<file path="src/hw/sar_pkg.sv">
package sar_pkg;

  // record geometry inside the returned health data sector
  localparam int unsigned NUM_REC = 8;
  localparam int unsigned MAX_ENT = 30;
  localparam int unsigned REC_BYTES = 12;
  localparam logic [8:0] SEC_START = 9'h002;
  localparam logic [8:0] SEC_END = 9'h16a; // start + 30 * 12

  // record slots in sector order
  localparam int unsigned R_ERASE = 0;
  localparam int unsigned R_ECC_TOT = 1;
  localparam int unsigned R_ECC_COR = 2;
  localparam int unsigned R_CRC = 3;
  localparam int unsigned R_READS = 4;
  localparam int unsigned R_PWR_ON = 5;
  localparam int unsigned R_LBA_WR = 6;
  localparam int unsigned R_LBA_RD = 7;

  // attribute identifiers per slot
  localparam logic [7:0] REC_ID [NUM_REC] = '{
    8'he5, 8'hcb, 8'hcc, 8'hc7, 8'he8, 8'h0c, 8'hf1, 8'hf2
  };

  // raw counter field width per slot, bytes 5..10 or 5..8
  localparam int unsigned CNT_W [NUM_REC] = '{
    48, 32, 32, 32, 48, 32, 48, 48
  };
  localparam int unsigned RAW_W = 48;

  // flag words and fixed values
  localparam logic [15:0] FLAGS_PREFAIL = 16'h0003;
  localparam logic [15:0] FLAGS_ADVISORY = 16'h0002;
  localparam logic [7:0] FIXED_VAL = 8'h64;
  localparam logic [7:0] FULL_LIFE = 8'h64;
  localparam logic [7:0] RSVD_VAL = 8'h00;

  // defaults for module parameters
  localparam logic [7:0] ERASE_THRESH_DEF = 8'h01;
  localparam logic [31:0] ERASE_PER_PCT_DEF = 32'h0000_03e8;
  localparam int unsigned LBA_DIV_W = 16; // divide by 65536

  // one record, byte 0 in the low bits so bytes leave lsb first
  typedef struct packed {
    logic [7:0] rsvd;
    logic [47:0] raw;
    logic [7:0] worst;
    logic [7:0] cur;
    logic [15:0] flags;
    logic [7:0] id;
  } sar_rec_s;

  // one-cycle event pulses from the flash back end and interface
  typedef struct packed {
    logic lba_rd;
    logic lba_wr;
    logic power_on;
    logic flash_rd;
    logic crc_err;
    logic ecc_uncorr;
    logic ecc_corr;
    logic erase;
  } sar_evt_s;

endpackage

</file>
<file path="src/hw/sar_records.sv">
`timescale 1ns/1ps
// How it works
// - erase record: id e5, flags 0003
// - byte 3 gives remaining life percent
// - bytes 5-10 hold total block erases
// - life below threshold flags threshold exceeded
// - total ecc record uses id cb
// - bytes 5-8 count all ecc errors
// - correctable ecc record cc, count bytes 5-8
// - crc record c7, crc errors bytes 5-8
// - read record e8, reads in bytes 5-10
// - power-on record 0c, cycles bytes 5-8
// - written record f1, blocks over 65536
// - read-volume record f2, blocks over 65536
// - advisory current and worst fixed 64h
// - advisory records carry flags 0002
// - only erase record feeds threshold check
// - byte 4 holds the worst value
// - multi-byte fields least significant byte first
// - twelve-byte entries from sector byte 2
// - erase threshold defaults to 01h
module sar_records
  import sar_pkg::*;
#(
  parameter logic [7:0] ERASE_THRESH = ERASE_THRESH_DEF,
  parameter logic [31:0] ERASE_PER_PCT = ERASE_PER_PCT_DEF
) (
  input wire logic ref_clk_i,
  input wire logic rst_n_i,
  input wire sar_evt_s evt_i,
  input wire logic rd_en_i,
  input wire logic [8:0] sec_addr_i,
  output logic [7:0] rec_byte_o,
  output logic rd_valid_o,
  output logic thr_exceeded_o
);

  logic [RAW_W-1:0] cnt_q [NUM_REC];
  logic [NUM_REC-1:0] inc;
  logic [NUM_REC-1:0] sat;
  logic [1:0] lba_evt;
  logic [1:0] lba_carry;
  logic [LBA_DIV_W-1:0] pre_q [2];
  logic [31:0] step_q;
  logic [31:0] step_d;
  logic [7:0] life_q;
  logic [7:0] life_d;
  logic [7:0] worst_q;
  logic thr_q;
  logic [7:0] rec_byte_q;
  logic rd_valid_q;
  sar_rec_s rec [NUM_REC];
  logic [8:0] off;
  logic [8:0] ent;
  logic [8:0] byt;
  logic [7:0] byte_d;

  // block volume events pass a 65536 prescaler before counting
  assign lba_evt = {evt_i.lba_rd, evt_i.lba_wr};

  // per-volume prescaler; wraps freely, the main counter saturates
  for (genvar j = 0; j < 2; j++) begin : g_pre
    assign lba_carry[j] = lba_evt[j] && (pre_q[j] == '1);
    always_ff @(posedge ref_clk_i or negedge rst_n_i) begin
      if (!rst_n_i) begin
        pre_q[j] <= '0;
      end else if (lba_evt[j]) begin
        pre_q[j] <= pre_q[j] + 1'b1;
      end
    end
  end

  // increment sources, slot order matches the record table
  assign inc[R_ERASE] = evt_i.erase;
  assign inc[R_ECC_TOT] = evt_i.ecc_corr || evt_i.ecc_uncorr;
  assign inc[R_ECC_COR] = evt_i.ecc_corr;
  assign inc[R_CRC] = evt_i.crc_err;
  assign inc[R_READS] = evt_i.flash_rd;
  assign inc[R_PWR_ON] = evt_i.power_on;
  assign inc[R_LBA_WR] = lba_carry[0];
  assign inc[R_LBA_RD] = lba_carry[1];

  // saturating counters and record assembly, one per slot
  for (genvar i = 0; i < NUM_REC; i++) begin : g_rec
    localparam logic [RAW_W-1:0] MAXV = {RAW_W{1'b1}} >> (RAW_W - CNT_W[i]);
    assign sat[i] = (cnt_q[i] == MAXV);

    // stop at the field maximum so a full field never reads small
    always_ff @(posedge ref_clk_i or negedge rst_n_i) begin
      if (!rst_n_i) begin
        cnt_q[i] <= '0;
      end else if (inc[i] && !sat[i]) begin
        cnt_q[i] <= cnt_q[i] + 1'b1;
      end
    end

    // four-byte counters zero-extend, so bytes 9-10 read zero
    if (i == R_ERASE) begin : g_pf
      assign rec[i] = '{rsvd: RSVD_VAL,
                        raw: cnt_q[i],
                        worst: worst_q,
                        cur: life_q,
                        flags: FLAGS_PREFAIL,
                        id: REC_ID[i]};
    end else begin : g_adv
      assign rec[i] = '{rsvd: RSVD_VAL,
                        raw: cnt_q[i],
                        worst: FIXED_VAL,
                        cur: FIXED_VAL,
                        flags: FLAGS_ADVISORY,
                        id: REC_ID[i]};
    end
  end

  // next life value; worst value reads it so it never lags
  always_comb begin
    step_d = step_q;
    life_d = life_q;
    if (evt_i.erase) begin
      if (step_q >= ERASE_PER_PCT - 32'h1) begin
        step_d = '0;
        if (life_q != 8'h00) begin
          life_d = life_q - 8'h01;
        end
      end else begin
        step_d = step_q + 32'h1;
      end
    end
  end

  // life estimate: one percent lost per ERASE_PER_PCT erases;
  // avoids a divider at the cost of a fixed step size
  always_ff @(posedge ref_clk_i or negedge rst_n_i) begin
    if (!rst_n_i) begin
      step_q <= '0;
      life_q <= FULL_LIFE;
    end else begin
      step_q <= step_d;
      life_q <= life_d;
    end
  end

  // worst value is the lowest life seen since reset
  always_ff @(posedge ref_clk_i or negedge rst_n_i) begin
    if (!rst_n_i) begin
      worst_q <= FULL_LIFE;
    end else if (life_d < worst_q) begin
      worst_q <= life_d;
    end
  end

  // only the erase record takes part in the health check
  always_ff @(posedge ref_clk_i or negedge rst_n_i) begin
    if (!rst_n_i) begin
      thr_q <= 1'b0;
    end else begin
      thr_q <= (life_q < ERASE_THRESH);
    end
  end

  // sector byte address to entry and byte within entry
  assign off = sec_addr_i - SEC_START;
  assign ent = off / 9'(REC_BYTES);
  assign byt = off % 9'(REC_BYTES);

  // entries past the covered records, and framing bytes, read zero
  always_comb begin
    byte_d = 8'h00;
    if (sec_addr_i >= SEC_START && sec_addr_i < SEC_END &&
        ent < 9'(NUM_REC)) begin
      byte_d = rec[ent[2:0]][{byt[3:0], 3'b000} +: 8];
    end
  end

  // read port: one-cycle latency, byte held until the next read
  always_ff @(posedge ref_clk_i or negedge rst_n_i) begin
    if (!rst_n_i) begin
      rec_byte_q <= 8'h00;
      rd_valid_q <= 1'b0;
    end else begin
      rd_valid_q <= rd_en_i;
      if (rd_en_i) begin
        rec_byte_q <= byte_d;
      end
    end
  end

  assign rec_byte_o = rec_byte_q;
  assign rd_valid_o = rd_valid_q;
  assign thr_exceeded_o = thr_q;

  // checking helpers: address of the byte on the output
  logic [8:0] a_addr_q;
  logic [8:0] a_ent_q;
  logic [8:0] a_byt_q;
  always_ff @(posedge ref_clk_i or negedge rst_n_i) begin
    if (!rst_n_i) begin
      a_addr_q <= '0;
      a_ent_q <= '0;
      a_byt_q <= '0;
    end else if (rd_en_i) begin
      a_addr_q <= sec_addr_i;
      a_ent_q <= ent;
      a_byt_q <= byt;
    end
  end

  // per slot: one step per event and never beyond its field
  for (genvar k = 0; k < NUM_REC; k++) begin : g_chk

  end
endmodule

</file>
<file path="config.mk">
export PLATFORM = sky130hd
export DESIGN_NAME = sar_records
export DESIGN_NICKNAME = d
export VERILOG_FILES = /design/src/hw/sar_pkg.sv /design/src/hw/sar_records.sv
export SDC_FILE = /design/constraint.sdc
export NUM_CORES = 1
export LEC_CHECK = 0
export ABC_AREA = 0
export BUFFER_PORTS_ARGS = -buffer_cell sky130_fd_sc_hd__clkbuf_2
export CAP_MARGIN = 20
export CELL_PAD_IN_SITES_DETAIL_PLACEMENT = 1
export CELL_PAD_IN_SITES_GLOBAL_PLACEMENT = 1
export CORE_ASPECT_RATIO = 0.5
export CORE_MARGIN = 2
export CORE_UTILIZATION = 30
export DETAILED_ROUTE_END_ITERATION = 6
export PLACE_DENSITY = 0.5
export SLEW_MARGIN = 0
export SYNTH_ARGS = -nofsm -noshare
export SYNTH_HDL_FRONTEND = slang
export SYNTH_SLANG_ARGS = --single-unit
export TNS_END_PERCENT = 1
</file>
<file path="constraint.sdc">
create_clock -name ref_clk_i -period 5.5 [get_ports ref_clk_i]
set_input_delay 1.1 -clock ref_clk_i [delete_from_list [all_inputs] [get_ports ref_clk_i]]
set_output_delay 1.1 -clock ref_clk_i [all_outputs]
set_load 0.03 [all_outputs]
</file>
* Yosys cells after proc, flatten, opt, wreduce, memory -nomap -nowiden *
Cells that the tools add are included.

word-level totals
  bits of input ports = 20
  flip-flop bits (word level) = 474
  word-level logic and storage cells = 80
  output and inout port bits = 10

cells by class
  bitwise operators = 1
  add/sub/neg operators = 13
  multiplexer cells = 8
  shift-type cells = 1
  reduce and logical (&&, ||, !) cells = 22
  equal/unequal tests = 10
  order comparisons = 7
  div/mod/pow operators = 2

operator list
  cell                                                                  count
  adder 48 x 1 -> 48 bit (second input constant)                        8
  binary-select mux 96 bit (select 3 bit)                               1
  == test 48 x 32 -> 1 bit (second input constant)                      4
  == test 48 bit (second input constant)                                4
  two-way mux 96 bit                                                    2
  variable part select 96 x 8 -> 8 bit                                  1
  adder 16 x 1 -> 16 bit (second input constant)                        2
  adder 32 x 1 -> 32 bit (second input constant)                        1
  == test 16 bit (second input constant)                                2
  greater-or-equal comparator 32 x 10 -> 1 bit (second input constant)  1
  two-way mux 32 bit                                                    1
  two-way mux 8 bit                                                     4
  logical AND 1 bit                                                     12
  divider 9 x 4 -> 9 bit (second input constant)                        1
  greater-or-equal comparator 9 x 2 -> 1 bit (second input constant)    1
  < comparator 9 x 4 -> 1 bit (second input constant)                   1
  < comparator 9 bit (second input constant)                            1
  modulo 9 x 4 -> 9 bit (second input constant)                         1
  subtractor 9 x 2 -> 9 bit (second input constant)                     1
  zero test 1 bit                                                       8
  < comparator 8 x 1 -> 1 bit (second input constant)                   1
  < comparator 8 bit                                                    1
  nonzero test 8 bit                                                    1
  subtractor 8 x 1 -> 8 bit (second input constant)                     1
  3 further kinds                                                       3

* Depth between registers and ports, before layout *
Gate-level depths: netlist of run 1.

  depth after elaboration = 8
  depth in mapped cells = 24

* Worst setup path after synthesis of run 1 *
OpenSTA, ideal clock, no wires.

  path type = input to register
  start = input sec_addr_i[1]
  end = register rec_byte_q[1] (netlist: rec_byte_o[1])
  slack = 207 ps
  data arrival time = 5165 ps
  cell stages on the path = 24
  required time = 5372 ps
  setup time = 128 ps
  path through = clkbuf_1 inv_1 clkbuf_1 ha_1 buf_4 nor3b_4 mux2i_1 nand2_1 a211o_1 a21o_1 buf_6 o211ai_2 buf_6 inv_8 buf_4 buf_4 buf_2 ha_1 mux2i_1 a21oi_1 a21oi_1 o21ai_0 nor4b_1 o32ai_1

on the way
  cells in the longest elaborated chain, start to end = 8
  elaborated cells between the ends (all ways) = 14
  those cells by class = 1 x add/sub; 2 x div; 3 x order compare; 1 x shift; 4 x mux; 1 x bitwise; 2 x reduce/logical

ends and longest elaborated chain
  element                                                line                RTL
  start, declared                                        sar_records.sv:32   input wire logic [8:0] sec_addr_i,
  subtractor 9 x 2 -> 9 bit                              sar_records.sv:162  assign off = sec_addr_i - SEC_START;
  divider 9 x 4 -> 9 bit                                 sar_records.sv:163  assign ent = off / 9'(REC_BYTES);
  NOT 3 -> 4 bit (implied by the code)                   sar_records.sv:171  byte_d = rec[ent[2:0]][{byt[3:0], 3'b000} +: 8];
  binary-select mux 96 bit (select 3 bit)                sar_records.sv:171
  two-way mux 96 bit (implied by the code) (2 in a row)  sar_records.sv:171
  variable part select 96 x 8 -> 8 bit                   sar_records.sv:171
  two-way mux 8 bit *                                    sar_records.sv:169  if (sec_addr_i >= SEC_START && sec_addr_i < SEC_END &&
  end signal, assigned                                   sar_records.sv:183  rec_byte_q <= byte_d;
  end, declared                                          sar_records.sv:50   logic [7:0] rec_byte_q;

Every way passes the cells marked *; elsewhere a longest branch is shown, timed or not. The select of a mux whose other input is x is not followed.
A chain may end at the register's enable or synchronous reset.

* Final worst setup path of run 1 *
  start = input sec_addr_i[1]
  end = register rec_byte_q[0] (netlist: rec_byte_o[0])

The elaborated chain is that of the path after synthesis.

==> results.json, run 1 <==
{
  "status": "finished clean",
  "cp-end-kind": "flip-flop",
  "drt_pre_antenna_iters": 5,
  "drive_above_1_share_pct": 10.2,
  "fin_skew_ps": 31.8,
  "routedWlPerCell_um": 25.0,
  "synth-edff-count": 0,
  "antenna_left": 0,
  "gp_congestion": 0.902,
  "fin_nets": 2727,
  "fin_crit_sh_pct": 91.4,
  "cp_top_family": "compound AO/OA/AOI/OAI gates",
  "crit_path_start_kind": "primary input",
  "grt_overflow": 0,
  "critical_path.max_fanout": 25,
  "cp_slowest_cell": "a221oi_1",
  "postCtsSetupRepairBufs": 0,
  "syn_nets": 2648,
  "track_usage_pct": 21.9,
  "critical_path_class": "in -> reg",
  "cts_resized": 0,
  "fmax_ghz": 0.199,
  "worstPathRequired_ps": 6010,
  "synth_cell_types": 92,
  "ir_drop_mv": 0.207,
  "dp.final_hpwl_um": 72900,
  "place_ws_ps": -41.5,
  "grt_pass1_wl_um": 144000,
  "rsz0062_at_grt": "false",
  "ys.flop_type": "dfrtp_1",
  "grt_max_degree": 114,
  "tightest_slew_ps": 908,
  "p_leak_nw": 12.8,
  "routed_wl_um": 95800,
  "start_util_pct": 30.5,
  "ys.warnings.count": 0,
  "max-clock-path-buffers": 3,
  "critPathBufInv": 4,
  "clk_latency_ps": 630,
  "cts_made_buffers": 49,
  "num_rows": 75,
  "worstPathCellList": "clkbuf_2, inv_1, ha_1, or3b_1, a221oi_1, a22oi_2, a31oi_1, o22a_4, o211ai_4, inv_8, buf_4, mux2i_1, a22oi_1, a221oi_1, o221ai_1, a32o_1",
  "netlist_area_um2": 25700,
  "timing.final.crit_period_ps": 5030,
  "slowest_delay_ps": 600,
  "h-tree-depth": 2,
  "hold_viol": 0,
  "synth-async-reset-ratio_pct": 100,
  "finalSetupViolCount": 0,
  "post-place-cells": 3745,
  "syn_inst": 2601,
  "clk_pin_slew_ps": 80,
  "whs_ps": 442,
  "cts_tree": "done",
  "ys_seq_area_share_pct": 46.2,
  "antenna_found_initial": 2,
  "min_path_type": "in -> async",
  "finalInstanceArea_um2": 29200,
  "slew_headroom_pct": 38.9,
  "vias_per_cell": 5.39,
  "cpMostUsedCell": "a221oi_1",
  "setup_tns_ps": 0,
  "finalMaxSlewViolations": 0,
  "drtIter0Drc": 1729,
  "die_x_um": 418,
  "post_dp_cell_area_um2": 27600,
  "p_per_area_nw_per_um2": 316,
  "drc": 0,
  "via_count": 20700,
  "nFillCells": 9529,
  "holdBufCountCts": 0,
  "grt_pass1_vias": 20800,
  "stdcell_count": 3838,
  "ioPinCount": 30,
  "r2r-start": "life_q[1]",
  "cts_sinks": 474,
  "max_cap_viol_count": 0,
  "crit_start": "sec_addr_i[1]",
  "root_buffer": "clkbuf_16",
  "die_y_um": 211,
  "crit_arrival_ps": 5540,
  "die-area_um2": 88200,
  "core-area_um2": 84400,
  "avgSynthCellArea_um2": 9.88,
  "numPortBuffers": 29,
  "area_delta_synth_final_pct": 13.5,
  "fin_ws_ps": 473,
  "ys_seq_elements": 474
}
report_power, final:
group          total (W)  internal, W  switching, W  leakage (nW)
sequential       0.00410      0.00371      0.000390          6.39
clock            0.00344      0.00186       0.00157         0.800
combinational    0.00168     0.000619       0.00106          5.57
total            0.00922      0.00620       0.00303          12.8
kinds of logic after synthesis:
logic type / after synthesis / share of synthesized area [%]
xor+xnor: 418 / 14.2
fa+ha+maj: 27 / 1.31
buf+inv: 149 / 2.77
compound gates: 295 / 8.71
flops: 474 / 46.2
mux: 140 / 5.64
simple gates: 1098 / 21.1
path summary, 6_finish.rpt:
kind	end	slack [ps]	cells after the start
worst max-delay path	rec_byte_o[0]	470	16
worst min-delay path	cnt_q[195]	440	1
worst max register to register	worst_q[3]	880	14
worst min register to register	pre_q[9]	460	1
max in group asynchronous	cnt_q[189]	3970	2
min in group ref_clk_i	pre_q[9]	460	1
layout make-up:
type                    instances  area, um^2  share of cell area, %
clock inverters                28         228                  0.781
clock buffers                  63        1370                   4.69
inverters                      62         240                  0.824
diodes                          2        5.00                 0.0172
multi-input cells            1978       13200                   45.1
repair buffers                115         896                   3.07
well taps                    1116        1400                   4.79
flip-flops and latches        474       11900                   40.7
sequential cells by signal (all words and copies together), names as in the netlist:
| name | flops |
|---|---|
| cnt_q | 384 |
| pre_q | 32 |
| life_q | 8 |
| rd_valid_o | 1 |
| worst_q | 8 |
| rec_byte_o | 8 |
| thr_exceeded_o | 1 |
| step_q | 32 |
synthesized netlist by cell type (11+ instances only):
library cell / count / area (um^2)
dfrtp_1: 468 / 11700
inv_1: 58 / 218
buf_4: 11 / 82.6
nor3_1: 63 / 315
nor2_1: 202 / 758
o211ai_1: 12 / 90.1
and3_1: 83 / 519
o21ai_0: 36 / 180
buf_2: 15 / 75.1
mux2_2: 32 / 360
nand4_1: 89 / 557
a221oi_1: 14 / 123
and2_1: 13 / 81.3
o22ai_1: 14 / 87.6
xor2_1: 122 / 1070
clkbuf_1: 48 / 180
a32oi_1: 20 / 175
nand2_1: 313 / 1170
a31oi_1: 25 / 156
ha_1: 27 / 338
xnor2_1: 296 / 2590
a211oi_1: 19 / 143
nor2b_1: 12 / 75.1
mux2i_1: 104 / 1040
nand3_1: 182 / 911
and4_1: 37 / 324
a21oi_1: 40 / 200
or4_1: 18 / 135
nor4_1: 44 / 275
routing by layer:
metal  track usage (%)  wire length [um]
met1              34.6             49800
met2              31.4             39200
met3              3.56              5450
met4              3.73              1350
met5                 0                 0
layout by cell type, fill, tap and decap left out, types with 40 or more instances in the layout:
cell type  netlist  layout
clkbuf_16        0      49
and3_1          83      83
nand3_1        182     182
nor3_1          63      61
buf_4           11      78
xnor2_1        296     296
nand4_1         89      89
xor2_1         122     122
a21oi_1         40      40
nor4_1          44      44
nand2_1        313     313
dfrtp_1        468     468
mux2i_1        104     104
inv_1           58      58
nor2_1         202     200
worst reg2reg max path, delay by kind of cell (launching register included):
| family | cells | cell delay, ps |
|---|---|---|
| and+or+nand+nor | 4 | 1960 |
| muxes | 1 | 340 |
| adders and majority gates | 2 | 470 |
| buffers and inverters | 2 | 300 |
| DFF | 1 | 480 |
| AOI/OAI and AO/OA | 5 | 940 |
through the flow:
| step | power (W) | util (%) |
|---|---|---|
| global route | 0.00963 | 34.6 |
| floorplan | 0.00503 | - |
| finish | 0.00922 | 34.6 |
| detailed placement | 0.00582 | 32.7 |
| CTS | 0.00933 | 34.6 |
| global placement | 0.00580 | 32.6 |
Power figures use the tool's default switching activity.
==> run 2: changes to the inputs <==
--- a/config.mk
+++ b/config.mk
@@ -5,7 +5,7 @@
 export SDC_FILE = /design/constraint.sdc
 export NUM_CORES = 1
 export LEC_CHECK = 0
-export ABC_AREA = 0
+export ABC_AREA = 1
 export BUFFER_PORTS_ARGS = -buffer_cell sky130_fd_sc_hd__clkbuf_2
 export CAP_MARGIN = 20
 export CELL_PAD_IN_SITES_DETAIL_PLACEMENT = 1
@@ -14,7 +14,7 @@
 export CORE_MARGIN = 2
 export CORE_UTILIZATION = 30
 export DETAILED_ROUTE_END_ITERATION = 6
-export PLACE_DENSITY = 0.5
+export PLACE_DENSITY = 0.52
 export SLEW_MARGIN = 0
 export SYNTH_ARGS = -nofsm -noshare
 export SYNTH_HDL_FRONTEND = slang
==> run 2 against run 1 <==
Clock-buffer cell count is 5 higher. Utilization is 0.21 points lower. Worst setup slack better by 510 ps. Sequential power hardly changed. Power is 16% higher. Critical path depth is 8 higher. Synthesized cell count is 38% higher. Cell area is 7.3% higher. Area after synthesis is 7.7% higher. Combinational power is 54% higher. Fmax is 11% higher.
==> results.json, run 2 <==
{
  "netlist_area_um2": 27700,
  "cts_tree": "done",
  "swShare_pct": 35.9,
  "post-place-cells": 4823,
  "synth-async-reset-ratio_pct": 100,
  "p_seq_share_pct": 38.5,
  "rsz0062_at_grt": "false",
  "ioPinCount": 30,
  "root_buffer": "clkbuf_16",
  "track_usage_pct": 21.7,
  "critical_path_class": "in -> reg",
  "die_y_um": 219,
  "layout_commonest_cell": "nand2_1",
  "rr_endpoint": "cnt_q[383]",
  "status": "finished clean",
  "grt_pass1_vias": 25300,
  "antenna_found_initial": 0,
  "switchingPower_w": 0.00384,
  "ys.warnings.count": 0,
  "finalMaxSlewViolations": 0,
  "clk_latency_ps": 650,
  "numPortBuffers": 29,
  "grt_overflow": 0,
  "hold_viol": 0,
  "endpoint": "rec_byte_o[7]",
  "netlist.area_leader.share_pct": 42.3,
  "postCtsSetupRepairBufs": 0,
  "drt_pre_antenna_iters": 5,
  "ys_seq_area_share_pct": 42.9,
  "crit_path_start_kind": "primary input",
  "avgSynthCellArea_um2": 7.70,
  "post-synth-top-count-cell": "nand2_1",
  "synth.area.top_cells": "dfrtp_1 (42%), nand2_1 (13%), xor2_1 (9.9%)",
  "finalSetupViolCount": 0,
  "min_path_type": "reg -> reg",
  "max_cap_viol_count": 0,
  "setup_tns_ps": 0,
  "r2r_slack_ps": 1280,
  "cpMostUsedCell": "nand2_1",
  "via_count": 24000,
  "p_comb_share_pct": 24.2,
  "routed_wl_um": 101000,
  "final_cell_mix": "nand2_1 (932), dfrtp_1 (468), inv_1 (459)",
  "ir_drop_mv": 0.207,
  "synth_cell_types": 49,
  "ys_seq_elements": 474,
  "tightest_slew_ps": 927,
  "synthTopCellsByCount": "nand2_1 (932), dfrtp_1 (468), inv_1 (459), xor2_1 (312), nor2_1 (273)",
  "worstPathCellList": "clkbuf_2, inv_2, ha_1, nand2_1, xor2_1, inv_1, nand3_1, nand2_1, o21bai_1, nand3_1, nand2_2, nand2_2, nand3_2, nand2_8, clkinv_2, buf_12, nand3_2, nor2_1, a21oi_1, nand2_1, nand2_1, o21ai_1, nand3_1, nand2_1",
  "num_rows": 78,
  "fin_skew_ps": 32.1,
  "cts_sinks": 474,
  "drive_above_1_share_pct": 5.76,
  "r2r-start": "cnt_q[336]",
  "start_util_pct": 30.4,
  "drtIter0Drc": 1461,
  "core-area_um2": 91100,
  "routedWlPerCell_um": 20.6,
  "ys.flop_type": "dfrtp_1",
  "p_leak_nw": 15.3,
  "critical_path.max_fanout": 37,
  "min_from": "cnt_q[383]",
  "antenna_left": 0,
  "top_regs": "cnt_q x384, pre_q x32, step_q x32",
  "timing.final.crit_period_ps": 4520,
  "grt_max_degree": 104,
  "power.clock.fraction_pct": 37.3,
  "holdBufCountCts": 0,
  "grt_pass1_wl_um": 157000,
  "slew_headroom_pct": 38.2,
  "power.internal_w": 0.00686,
  "p_per_area_nw_per_um2": 342,
  "die-area_um2": 94900,
  "cp-end-kind": "flip-flop",
  "largest-register": "cnt_q",
  "clk_pin_slew_ps": 70,
  "crit_arrival_ps": 5100,
  "slowest_delay_ps": 520,
  "cts_made_buffers": 52,
  "fmax_ghz": 0.221,
  "fin_crit_sh_pct": 82.2,
  "stdcell_count": 4923,
  "cts_resized": 0,
  "vias_per_cell": 4.87,
  "cp_slowest_cell": "nor2_1",
  "die_x_um": 434,
  "gp_congestion": 0.903,
  "post-route-util_pct": 34.3,
  "syn_nets": 3642,
  "crit_start": "sec_addr_i[1]",
  "worstPathRequired_ps": 6080,
  "h-tree-depth": 2,
  "synth_area_leader_cell": "dfrtp_1",
  "dp.final_hpwl_um": 78500,
  "drc": 0,
  "fin_nets": 3684,
  "max-clock-path-buffers": 3,
  "largest_reg_flops": 384,
  "synth-edff-count": 0,
  "area_delta_synth_final_pct": 13.0,
  "r2r_cells": 21,
  "syn_inst": 3595
}
-- run 2: changes by cell type after synthesis, sizes merged, moves of 104 or more --
cell | before | now
nand2 | 314 | 939
inv | 61 | 476
xnor2 | 296 | 90
xor2 | 122 | 312
nor3 | 63 | 175
mux2i | 104 | 0
-- run 2: cell type report --
type / instances / area, um^2
Fill cell: 11100 / 59800
Multi-Input combinational cell: 2558 / 13600
Sequential cell: 474 / 11900
Inverter: 480 / 1800
Tap cell: 1240 / 1550
Clock buffer: 68 / 1490
Timing Repair Buffer: 71 / 583
Clock inverter: 30 / 394
Antenna cell: 2 / 5.00
-- run 2: kinds of logic after synthesis --
family	after synthesis	share of synthesized area (%)
simple gates	1885	30.0
buf+inv	563	8.15
flops	474	42.9
xor+xnor	402	12.7
compound gates	244	5.08
fa+ha+maj	27	1.22
-- run 2: worst min-delay path by stage --
stage          slack, ps         end  cells past startpoint
2_1_floorplan        440  cnt_q[319]                      1
3_3_place_gp         460  cnt_q[378]                      1
5_1_grt              480  cnt_q[378]                      1
3_5_place_dp         460  cnt_q[383]                      1
6_report             470  cnt_q[383]                      1
4_1_cts              470  cnt_q[383]                      1
-- run 2: power by group through the flow --
stage | registers [W] | logic, W | clock network [W]
after floorplan | 0.00409 | 0.00159 | 0
after global placement | 0.00419 | 0.00254 | 0
after detailed placement | 0.00418 | 0.00258 | 0
after CTS | 0.00413 | 0.00259 | 0.00413
after global routing | 0.00417 | 0.00288 | 0.00427
final | 0.00412 | 0.00259 | 0.00400
-- run 2: metrics by stage --
| stage | worst slack, ps | hold slack, ps | power [W] | area (um^2) |
|---|---|---|---|---|
| final | 982 | 467 | 0.0107 | 31300 |
| after global routing | 573 | 485 | 0.0113 | 31300 |
| after CTS | 1100 | 470 | 0.0109 | 31300 |
| after detailed placement | 403 | 457 | 0.00677 | 29400 |
| after global placement | 566 | 456 | 0.00673 | 29400 |
| after floorplan | 922 | 442 | 0.00568 | 27700 |
-- run 2: per-layer routing --
layer | GRT usage, % | vias to the layer above | share of wire, %
met5 | 0 | - | 0
met4 | 4.17 | 0 | 1.7
met3 | 3.53 | 101 | 4.0
met2 | 34.9 | 293 | 45
met1 | 30.8 | 11900 | 49
li1 | - | 11700 | -
-- run 2: worst max-delay path: cells and delay by family --
kind	cells	cell delay, ps
fa+ha+maj	1	260
simple gates	14	2050
compound gates	3	610
buf+inv	5	760
xor+xnor	1	300
==> run 3: changes to the inputs <==
--- a/config.mk
+++ b/config.mk
@@ -5,7 +5,7 @@
 export SDC_FILE = /design/constraint.sdc
 export NUM_CORES = 1
 export LEC_CHECK = 0
-export ABC_AREA = 1
+export ABC_AREA = 0
 export BUFFER_PORTS_ARGS = -buffer_cell sky130_fd_sc_hd__clkbuf_2
 export CAP_MARGIN = 20
 export CELL_PAD_IN_SITES_DETAIL_PLACEMENT = 1
==> constraint.sdc (replaced) <==
create_clock -name ref_clk_i -period 3.6 [get_ports ref_clk_i]
set_input_delay 0.72 -clock ref_clk_i [delete_from_list [all_inputs] [get_ports ref_clk_i]]
set_output_delay 0.72 -clock ref_clk_i [all_outputs]
set_load 0.03 [all_outputs]
==> run 3 against run 2 <==
The run now ends with setup timing left. First-iteration DRC count rose by 4.2%. Cell area rose by 3.5%. Sequential cell count did not move. Final cell count fell by 16%. Clock skew rose by 1.4 ps. Utilization rose by 4.0 points. Worst setup slack got worse by 1100 ps. Combinational power rose by 32%. Clock-buffer cell count rose by 7. Die area fell by 7.1%. Critical path type unchanged. Largest power group unchanged. Highest routed layer unchanged.
==> results.json, run 3 (synthesis results as in run 1) <==
{
  "status": "finished with violations",
  "violations": "setup timing",
  "start_util_pct": 30.5,
  "finalMaxSlewViolations": 0,
  "h-tree-depth": 2,
  "max_cap_viol_count": 0,
  "worstPathRequired_ps": 4140,
  "drc": 0,
  "slowest_delay_ps": 590,
  "rsz0062_at_grt": "true",
  "crit_start": "sec_addr_i[2]",
  "drtIter0Drc": 1522,
  "worstPathCellList": "clkbuf_8, or4_4, buf_12, o221a_4, a211o_1, buf_4, nand2_2, buf_4, buf_6, nor3_2, buf_12, buf_4, buf_4, a32o_2, o41ai_2, a21oi_1, o32ai_2",
  "crit_arrival_ps": 4240,
  "antenna_left": 0,
  "cts_made_buffers": 50,
  "die_x_um": 418,
  "gp_congestion": 0.952,
  "whs_ps": 3.86,
  "post-route-util_pct": 38.4,
  "r2r_slack_ps": 40,
  "drt_pre_antenna_iters": 5,
  "p_comb_share_pct": 22.8,
  "finalSetupViolCount": 8,
  "r2r-start": "step_q[1]",
  "cts_sinks": 474,
  "post-place-cells": 4013,
  "max-clock-path-buffers": 3,
  "top_regs": "cnt_q x384, pre_q x32, step_q x32",
  "slew_headroom_pct": 51.4,
  "clk_pin_slew_ps": 70,
  "critical_path_class": "in -> reg",
  "cp-end-kind": "flip-flop",
  "final_cell_mix": "dfrtp_1 (468), buf_4 (341), nand2_1 (311)",
  "grt_pass1_vias": 22400,
  "nFillCells": 9422,
  "p_seq_share_pct": 42.0,
  "fin_skew_ps": 33.5,
  "area_delta_synth_final_pct": 26.0,
  "switchingPower_w": 0.00480,
  "rr_endpoint": "worst_q[4]",
  "ir_drop_mv": 0.332,
  "setup_tns_ps": -600,
  "die_y_um": 211,
  "dp.final_hpwl_um": 76600,
  "power.clock.fraction_pct": 35.2,
  "min_path_type": "in -> async",
  "numPortBuffers": 29,
  "fin_crit_sh_pct": 103,
  "cts_tree": "done",
  "r2r_cells": 14,
  "multi_input_area_um2": 13800,
  "stdcell_count": 4130,
  "drive_above_1_share_pct": 21.9,
  "fin_ws_ps": -105,
  "critical_path.max_fanout": 10,
  "timing.final.crit_period_ps": 3710,
  "grt_max_degree": 104,
  "tightest_slew_ps": 724,
  "hold_viol": 0,
  "routed_wl_um": 100000,
  "p_per_area_nw_per_um2": 462,
  "largest_reg_flops": 384,
  "clk_latency_ps": 630,
  "cpMostUsedCell": "buf_4",
  "via_count": 22000,
  "power.internal_w": 0.0102,
  "swShare_pct": 32.1,
  "seq_area_um2": 11900,
  "antenna_found_initial": 2,
  "layout_commonest_cell": "dfrtp_1",
  "p_leak_nw": 14.4,
  "routedWlPerCell_um": 24.3,
  "largest-register": "cnt_q",
  "cp_slowest_cell": "or4_4",
  "crit_path_start_kind": "primary input",
  "ioPinCount": 30,
  "num_rows": 75,
  "root_buffer": "clkbuf_16",
  "grt_overflow": 0,
  "die-area_um2": 88200,
  "fmax_ghz": 0.270,
  "core-area_um2": 84400,
  "grt_pass1_wl_um": 152000,
  "vias_per_cell": 5.33,
  "fin_nets": 3023,
  "track_usage_pct": 23.0
}
-- run 3: changes by cell type in the layout (fill, tap and decap cells not counted), sizes merged, moves of 69 or more --
cell,previous run,this run
nor3,175,63
xnor2,90,296
xor2,312,122
nand2,939,314
nand3,258,182
mux2i,0,104
o21ai,110,41
nor2,281,202
and3,4,83
inv,477,64
buf,43,378
-- run 3: timing repair --
item                                    4_1_cts  5_1_grt
cloned                                        6        0
hold buffers                                  0        0
gates resized for setup                      94       56
endpoints found under the setup margin       16       20
pin swaps                                    33       28
setup buffers                                16        7
-- run 3: worst max path at each step --
stage	end	slack (ps)
floorplan	rec_byte_o[1]	-840
global placement	rec_byte_o[0]	-1100
detailed placement	rec_byte_o[0]	-1120
CTS	rec_byte_o[1]	-70
global route	rec_byte_o[0]	-170
finish	rec_byte_o[1]	-110
-- run 3: per-layer routing --
layer	GRT usage, %	wire length, um	share of wire [%]
met5	0	0	0
met1	36.5	51000	51
met4	4.05	1740	1.7
met3	3.28	6320	6.3
met2	32.9	41300	41
-- run 3: cell type report --
cell class / count / share of cell area (%)
Antenna cell: 2 / 0.0155
Clock buffer: 75 / 4.44
Clock inverter: 13 / 0.467
Inverter: 62 / 0.777
Multi-Input combinational cell: 1978 / 42.7
Sequential cell: 474 / 36.6
Tap cell: 1116 / 4.31
Timing Repair Buffer: 408 / 10.6
Timing Repair inverter: 2 / 0.0695
-- run 3: critical path: cells and delay by family --
kind | cells | cell delay [ps]
compound gates | 6 | 1550
buf+inv | 8 | 1210
simple gates | 3 | 750
-- run 3: power groups by stage --
stage                     clock network [W]  logic [W]  registers (W)
after floorplan                           0    0.00161        0.00611
after global placement                    0    0.00297        0.00634
after detailed placement                  0    0.00300        0.00635
after CTS                           0.00545    0.00333        0.00626
after global routing                0.00567    0.00364        0.00632
final                               0.00527    0.00342        0.00628
-- run 3: per-stage QoR --
stage	total power [W]	area [um^2]	setup slack (ps)
4_1_cts	0.0150	32100	-70.6
3_3_place_gp	0.00931	29800	-1100
2_1_floorplan	0.00772	25800	-839
6_report	0.0150	32400	-105
5_1_grt	0.0156	32400	-174
3_5_place_dp	0.00935	29800	-1120
